--- config.mk ---
export PLATFORM = sky130hd
export DESIGN_NAME = pcblk_bridge_flat
export DESIGN_NICKNAME = d
export VERILOG_FILES = /design/src/verilog/pcblk_pkg.sv /design/src/verilog/pcblk_if.sv /design/src/verilog/pcblk_bridge.sv /design/src/flat_wrapper.sv
export SDC_FILE = /design/constraint.sdc
export NUM_CORES = 1
export LEC_CHECK = 0
export BUFFER_PORTS_ARGS = -buffer_cell sky130_fd_sc_hd__buf_2
export CELL_PAD_IN_SITES_DETAIL_PLACEMENT = 1
export CELL_PAD_IN_SITES_GLOBAL_PLACEMENT = 2
export CORE_MARGIN = 4
export CORE_UTILIZATION = 24
export DETAILED_ROUTE_END_ITERATION = 10
export GPL_TIMING_DRIVEN = 0
export PLACE_DENSITY = 0.94
export SYNTH_ARGS = -nofsm -noshare
export SYNTH_HDL_FRONTEND = slang
export SYNTH_SLANG_ARGS = --single-unit
--- constraint.sdc ---
create_clock -name clk -period 2.78 [get_ports clk]
set_input_delay 0.278 -clock clk [delete_from_list [all_inputs] [get_ports clk]]
set_output_delay 0.278 -clock clk [all_outputs]
set_load 0.02 [all_outputs]
--- src/verilog/pcblk_pkg.sv ---
// package for the pci-to-cardbus resource lock bridge
// shared by the bridge end, the card end and the testbench
package pcblk_pkg;
    localparam int ADDR_W      = 32;
    localparam int DATA_W      = 32;
    // locked region is an aligned 16-byte block: low four bits ignored
    localparam int LOCK_GRAN_B = 4;
    // multifunction routing code that selects the lock function
    localparam logic [3:0] MFR_SEL_LOCK = 4'h5;
    localparam logic [3:0] MFR_RESET    = 4'h0;
    localparam logic [LOCK_GRAN_B-1:0] REGION_ZERO = 4'h0;
    // card end sequencing states
    typedef enum logic [1:0] {
        PCBLK_C_IDLE,
        PCBLK_C_LOCKED,
        PCBLK_C_RELEASE
    } pcblk_card_state_t;
endpackage : pcblk_pkg

--- src/verilog/pcblk_if.sv ---
// interface joining the bridge end to the card end over the card bus
// assumes a single clock and no tri-state on the simplified transaction lines
`timescale 1ns/10ps
interface pcblk_if;
    logic              req;       // downstream transaction request
    logic              ack;       // card side has completed it
    logic              we;        // write when high
    logic              locked;    // transaction belongs to locked sequence
    logic [31:0]       addr;
    logic [31:0]       wdata;
    logic [31:0]       rdata;
    logic              cblock_n;  // card lock, active low
    logic              cb_busy;   // card bus activity
    modport bridge (
        output req,
        output we,
        output locked,
        output addr,
        output wdata,
        output cblock_n,
        input  ack,
        input  rdata,
        input  cb_busy
    );
    modport card (
        input  req,
        input  we,
        input  locked,
        input  addr,
        input  wdata,
        input  cblock_n,
        output ack,
        output rdata,
        output cb_busy
    );
endinterface : pcblk_if

--- src/verilog/pcblk_bridge.sv ---
// bridge end: carries primary-side lock downstream onto the card bus
// assumes primary pins arrive asynchronously; requests from local logic
// Overview of operation
// - lock input only on terminal four routing
// - lock carried downstream only, never upstream
// - lock spans consecutive transactions of one master
// - unlocked addresses still served during lock
// - master acquires lock by handshake, not grant
// - others use bus; only owner locks
// - locked region is aligned 16-byte block
// - full-lock arbiter grants only the owner; this bridge has no arbiter
// - full-lock arbiter still grants cache writeback; no arbiter here, the owner's writes to other blocks are carried as locked transactions
// - no write posting while lock held
// - card side uses cardbus lock signal
`timescale 1ns/10ps
module pcblk_bridge
    import pcblk_pkg::*;
(
    input  wire logic              clk,
    input  wire logic              rst,
    input  wire logic [3:0]        mfr_term4_sel,
    input  wire logic              multipurpose_terminal_four,
    input  wire logic              pri_req,
    input  wire logic              pri_we,
    input  wire logic [ADDR_W-1:0] pri_addr,
    input  wire logic [DATA_W-1:0] pri_wdata,
    output logic                   pri_done,
    output logic [DATA_W-1:0]      pri_rdata,
    output logic                   post_en,
    output logic                   lock_active,
    output logic                   card_lock_seen,
    pcblk_if.bridge                cb
);
    logic              t4_s1_r;
    logic              t4_s2_r;
    logic              lock_route;
    logic              lock_r;
    logic              own_r;
    logic              cblock_r;
    logic              post_r;
    logic              busy_r;
    logic              posted_r;
    logic              req_r;
    logic              we_r;
    logic              lk_r;
    logic [ADDR_W-1:0] addr_r;
    logic [DATA_W-1:0] wdata_r;
    logic [DATA_W-1:0] rdata_r;
    logic              done_r;
    logic              pri_lock;

    // terminal four pin synchroniser
    always_ff @(posedge clk) begin
        if (rst) begin
            t4_s1_r <= 1'b1;
            t4_s2_r <= 1'b1;
        end else begin
            t4_s1_r <= multipurpose_terminal_four;
            t4_s2_r <= t4_s1_r;
        end
    end

    // lock only when routing selects it; pin is active low
    assign lock_route = (mfr_term4_sel == MFR_SEL_LOCK);
    assign pri_lock   = lock_route & ~t4_s2_r;

    // owner marks lock on first request seen with lock low
    always_ff @(posedge clk) begin
        if (rst) begin
            lock_r <= 1'b0;
            own_r  <= 1'b0;
        end else begin
            lock_r <= pri_lock;
            if (!pri_lock) begin
                own_r <= 1'b0;
            end else if (pri_req && !busy_r) begin
                own_r <= 1'b1;
            end
        end
    end

    // card lock drops only on an idle card bus after release
    always_ff @(posedge clk) begin
        if (rst) begin
            cblock_r <= 1'b0;
        end else if (own_r && pri_lock) begin
            cblock_r <= 1'b1;
        end else if (!pri_lock && !busy_r && !cb.cb_busy) begin
            cblock_r <= 1'b0;
        end
    end

    // posting off while any lock held, back on once card lock drops
    always_ff @(posedge clk) begin
        if (rst) begin
            post_r <= 1'b1;
        end else begin
            post_r <= !(pri_lock || cblock_r);
        end
    end

    // downstream transaction; posted writes complete before card ack
    always_ff @(posedge clk) begin
        if (rst) begin
            busy_r   <= 1'b0;
            posted_r <= 1'b0;
            req_r    <= 1'b0;
            we_r     <= 1'b0;
            lk_r     <= 1'b0;
            addr_r   <= '0;
            wdata_r  <= '0;
            rdata_r  <= '0;
            done_r   <= 1'b0;
        end else begin
            done_r <= 1'b0;
            if (!busy_r && pri_req && !done_r) begin
                busy_r   <= 1'b1;
                req_r    <= 1'b1;
                we_r     <= pri_we;
                lk_r     <= own_r | (pri_lock & ~busy_r);
                addr_r   <= pri_addr;
                wdata_r  <= pri_wdata;
                posted_r <= pri_we & post_r;
                done_r   <= pri_we & post_r;
            end else if (busy_r && cb.ack) begin
                busy_r  <= 1'b0;
                req_r   <= 1'b0;
                rdata_r <= cb.rdata;
                done_r  <= ~posted_r;
                posted_r <= 1'b0;
            end
        end
    end

    // card side never drives lock back toward the primary bus
    assign card_lock_seen = 1'b0;
    assign cb.req      = req_r;
    assign cb.we       = we_r;
    assign cb.locked   = lk_r & cblock_r;
    assign cb.addr     = addr_r;
    assign cb.wdata    = wdata_r;
    assign cb.cblock_n = ~cblock_r;
    assign pri_done    = done_r;
    assign pri_rdata   = rdata_r;
    assign post_en     = post_r;
    assign lock_active = cblock_r;
endmodule : pcblk_bridge

--- src/flat_wrapper.sv ---
// flat-port wrapper written by rule: the top's interface ports become plain ports
module pcblk_bridge_flat import pcblk_pkg::*;
  (clk, rst, mfr_term4_sel, multipurpose_terminal_four, pri_req, pri_we, pri_addr, pri_wdata, pri_done, pri_rdata, post_en, lock_active, card_lock_seen, cb_req, cb_we, cb_locked, cb_addr, cb_wdata, cb_cblock_n, cb_ack, cb_rdata, cb_cb_busy);
  pcblk_if cb_i ();
  input  wire logic clk;
  input  wire logic rst;
  input  wire logic [3:0] mfr_term4_sel;
  input  wire logic multipurpose_terminal_four;
  input  wire logic pri_req;
  input  wire logic pri_we;
  input  wire logic [ADDR_W-1:0] pri_addr;
  input  wire logic [DATA_W-1:0] pri_wdata;
  output logic pri_done;
  output logic [DATA_W-1:0] pri_rdata;
  output logic post_en;
  output logic lock_active;
  output logic card_lock_seen;
  output wire logic [$bits(cb_i.req)-1:0] cb_req;
  output wire logic [$bits(cb_i.we)-1:0] cb_we;
  output wire logic [$bits(cb_i.locked)-1:0] cb_locked;
  output wire logic [$bits(cb_i.addr)-1:0] cb_addr;
  output wire logic [$bits(cb_i.wdata)-1:0] cb_wdata;
  output wire logic [$bits(cb_i.cblock_n)-1:0] cb_cblock_n;
  input wire logic [$bits(cb_i.ack)-1:0] cb_ack;
  input wire logic [$bits(cb_i.rdata)-1:0] cb_rdata;
  input wire logic [$bits(cb_i.cb_busy)-1:0] cb_cb_busy;
  assign cb_req = cb_i.req;
  assign cb_we = cb_i.we;
  assign cb_locked = cb_i.locked;
  assign cb_addr = cb_i.addr;
  assign cb_wdata = cb_i.wdata;
  assign cb_cblock_n = cb_i.cblock_n;
  assign cb_i.ack = cb_ack;
  assign cb_i.rdata = cb_rdata;
  assign cb_i.cb_busy = cb_cb_busy;
  pcblk_bridge u_core (.clk(clk), .rst(rst), .mfr_term4_sel(mfr_term4_sel), .multipurpose_terminal_four(multipurpose_terminal_four), .pri_req(pri_req), .pri_we(pri_we), .pri_addr(pri_addr), .pri_wdata(pri_wdata), .pri_done(pri_done), .pri_rdata(pri_rdata), .post_en(post_en), .lock_active(lock_active), .card_lock_seen(card_lock_seen), .cb(cb_i));
endmodule
Yosys cells after proc, flatten, opt, wreduce, memory -nomap -nowiden
Cells that the tools add are included.
Cells by class
  add/sub/neg operators: 0
  multiply operators: 0
  div/mod/pow operators: 0
  $lt $le $gt $ge: 0
  equality and inequality tests: 1
  shifts and indexed selects: 0
  mux-type cells: 7
  bitwise logic cells: 11
  reductions and logical operators: 16
Operators with widths (count)
  1-bit two-way mux: 7
  1-bit logical AND: 6
  1-bit NOT: 6
  1-bit logical NOT: 5
  1-bit bitwise AND: 4
  4-bit by 3-bit == test with 1-bit output (second input constant): 1
  2-bit nonzero test: 2
  2-bit AND reduction: 1
  2-bit OR reduction: 1
  1-bit logical OR: 1
  1-bit bitwise OR: 1
Word-level totals
  flip-flop bits (word level): 106
  bits in latches: 0
  bits in writable memories: 0
  memory bits (read-only): 0
  bits of input ports: 107
  logic and storage cells: 48
  memories: 0

Longest topological paths before layout
  word-level depth: 7
  gate-level depth with buffers: 6
  gate-level depth less buffers: 3

Worst setup path before layout
Ideal clock, no wire load.
  kind: register to register
  start point: reg, netlist name u_core.cb.req
  end point: reg u_core.wdata_r[10] (netlist: u_core.cb.wdata[10])
  library setup time: 0.132 ns
  data arrival time: 1.293 ns
  slack: 1.354 ns
  cell stages (with the launch flop): 7
  path through: dfxtp_1 or3b_1 buf_2 buf_6 buf_6 nand2_1 a21oi_1
RTL lines
  end signal, assigned: line pcblk_bridge.sv:122  | wdata_r <= pri_wdata;
  end, declared: line pcblk_bridge.sv:47  | logic [DATA_W-1:0] wdata_r;

==> results.txt <==
CP Class: reg2reg
Status: finished clean
Mean area per synthesized cell: 7.96 sq um
TritonCTS clock tree: built
Fill cells: 1893
Most frequent cells after synthesis: 196 x nand2_1, 106 x dfxtp_1, 102 x a21oi_1
Netlist cell types: 23
Dpl ws: 1.01 ns
Area growth syn-to-layout: 43.2%
DRT iter0 DRCs: 83
Clock Sinks: 106
Core area: 14800 sq um
Count leader, synth: nand2_1
Final setup violation count: 0
Most common cell type on the critical path: buf_2
Synth Register Bits: 106
Slowest CP cell: dfxtp_1
Initial Utilization: 24.9%
DR pass1 iterations: 4
Area of the multi-input gates: 1370 sq um
Period utilization: 58.7%
Hold Path Cell Cnt: 2
Synth Cell Area: 3680 sq um
Sequential fraction of the synthesis area: 57.7%
Worst Path Required: 3.05 ns
Tightest Pin Transition: 0.524 ns
CP peak stage delay: 0.40 ns
Peak supply drop: 255 uV
Max Slew Vio Count: 0
IO buf count: 208
Final core utilization: 35.7%
CTS Buf Count: 9
Max clock buf depth: 2
Number of flops mapped to enable cells by yosys: 0
Share of layout cells above drive strength 1: 35.1%
Hold WC Path Type: in2reg
Critical Path End Type: flip-flop
RSZ-0062 raised after global routing: no
Clock slew at reported path FFs: 0.07 ns
Mapped Cells: 462
Top FF cell, synth: dfxtp_1
First-pass GRT wire length: 21000 microns
Top-area cell type share of the netlist area: 57.7%
Crit-path cells: nor3b_2 > buf_2 > buf_2 > nand2_1 > a21oi_1
Drt wl/cell: 14.8 microns
Leak: 2.46 nW
Top-Level Pins: 211
Root Driver: clkbuf_16
Async SR Flop Fraction: 0%
Die width: 132 microns
N_diodes: 0
Row cnt: 44
PostCTS Resize Cnt: 0
Syn_nets: 569
DR vias: 3852
Critical path startpoint category: flip-flop
Placed wire-length estimate: 10300 microns
MaxCap Viol Count: 0
Peak Freq: 0.612 GHz
Final count of hold timing violations: 0
Post-CTS Hold Fix Bufs: 0
Pin count of the biggest net entering global routing: 18
P per Cell Area: 672 nW/um^2
WL final: 12800 microns
Final TNS setup: 0 ns
Post-route minimum period: 1.63 ns
GRT Residual Overflow: 0
Fin Clk Skew: 0.00459 ns
Post-route ant nets: 0
Final worst slack: 1.15 ns
Vias in the first global route: 4097
Die height: 132 microns
CP Max Fanout: 10
Sequential cell area: 2120 sq um
Largest area contributor in the netlist: dfxtp_1
Gpl congestion: 0.755
Die Area: 17400 sq um
# DRC: 0
Rel. slew slack: 65.1%
Top post-synthesis cells by area: dfxtp_1 58%, nand2_1 20%, a21oi_1 14%
Synth warn: 0
Post-CTS Repair Setup Buffers: 0
Via density per instance: 4.43
Initial antenna violation count: 0
H-tree Lvls: 3
Reg2Reg Depth: 5
Nets@finish: 788
GRT Util Overall: 14.8%
Clk_lat worst skew: 0.35 ns
Worst path arrival time: 1.91 ns
-- cell type report --
cell class / count / share of cell area, %
tap: 184 / 4.37
inverter: 3 / 0.214
clock buffer: 10 / 4.35
clock inverter: 6 / 1.71
timing repair buffer: 208 / 19.8
multi-input combinational: 318 / 26.1
buffer: 35 / 3.25
sequential: 106 / 40.3
-- routing by layer --
layer / GRT usage [%] / vias to the layer above / wire (microns)
met5: 0 / - / 0
met4: 4.38 / 0 / 166
met3: 5.76 / 12 / 1070
met2: 25.8 / 139 / 6360
met1: 16.6 / 1780 / 5250
li1: - / 1921 / -
-- kinds of logic after synthesis --
kind of cell	Yosys count	synth area share [%]
buffers and inverters	38	4.97
and+or+nand+nor	211	22.6
other	1	0.102
DFF	106	57.7
AOI/OAI and AO/OA	106	14.7
-- worst paths after layout --
| path | start | endpoint | slack, ns |
|---|---|---|---|
| worst min register to register | u_core.t4_s1_r | u_core.t4_s2_r | 0.42 |
| worst max register to register | u_core.cb.req | u_core.cb.wdata[26] | 1.15 |
| worst min-delay path | multipurpose_terminal_four | u_core.t4_s1_r | 0.11 |
| worst max-delay path | u_core.cb.req | u_core.cb.wdata[26] | 1.15 |
-- stage by stage --
step	hold WS, ns	total power [mW]	area [sq um]	std cells
6_report	0.115	3.54	5270	870
5_1_grt	0.0966	3.72	5270	870
4_1_cts	0.0927	3.61	5270	870
3_5_place_dp	0.414	2.21	4950	854
3_3_place_gp	0.390	2.19	4950	854
2_1_floorplan	0.382	1.97	3680	462
-- where the power goes --
| group | switching, mW | internal [mW] | total [mW] | leakage, nW |
|---|---|---|---|---|
| combinational | 0.324 | 0.188 | 0.512 | 1.44 |
| clock | 0.585 | 0.794 | 1.38 | 0.153 |
| sequential | 0.0465 | 1.60 | 1.65 | 0.867 |
-- cell usage in the layout (no fill, tap or decap) --
| cell | count |
|---|---|
| a21o_1 | 1 |
| a21oi_1 | 102 |
| and2_1 | 2 |
| buf_2 | 219 |
| buf_4 | 1 |
| buf_6 | 3 |
| bufinv_16 | 2 |
| clkbuf_1 | 21 |
| clkbuf_16 | 9 |
| clkinv_2 | 1 |
| clkinv_4 | 1 |
| clkinvlp_4 | 1 |
| conb_1 | 1 |
| dfxtp_1 | 106 |
| inv_1 | 3 |
| inv_6 | 1 |
| nand2_1 | 196 |
| nand2b_1 | 2 |
| nand3_1 | 2 |
| nor2_1 | 2 |
| nor2b_1 | 1 |
| nor3_1 | 1 |
| nor3b_1 | 1 |
| nor3b_2 | 1 |
| o2111ai_1 | 1 |
| o21ai_0 | 1 |
| o31ai_1 | 1 |
| or2_2 | 2 |
| or3b_1 | 1 |
-- critical path, delay by kind of cell (launching register included) --
family / cells / cell delay [ns]
buffers and inverters: 2 / 0.56
AND/OR/NAND/NOR: 2 / 0.46
AO/OA/AOI/OAI: 1 / 0.13
flip-flops: 1 / 0.40
Power figures use the tool's default switching activity.
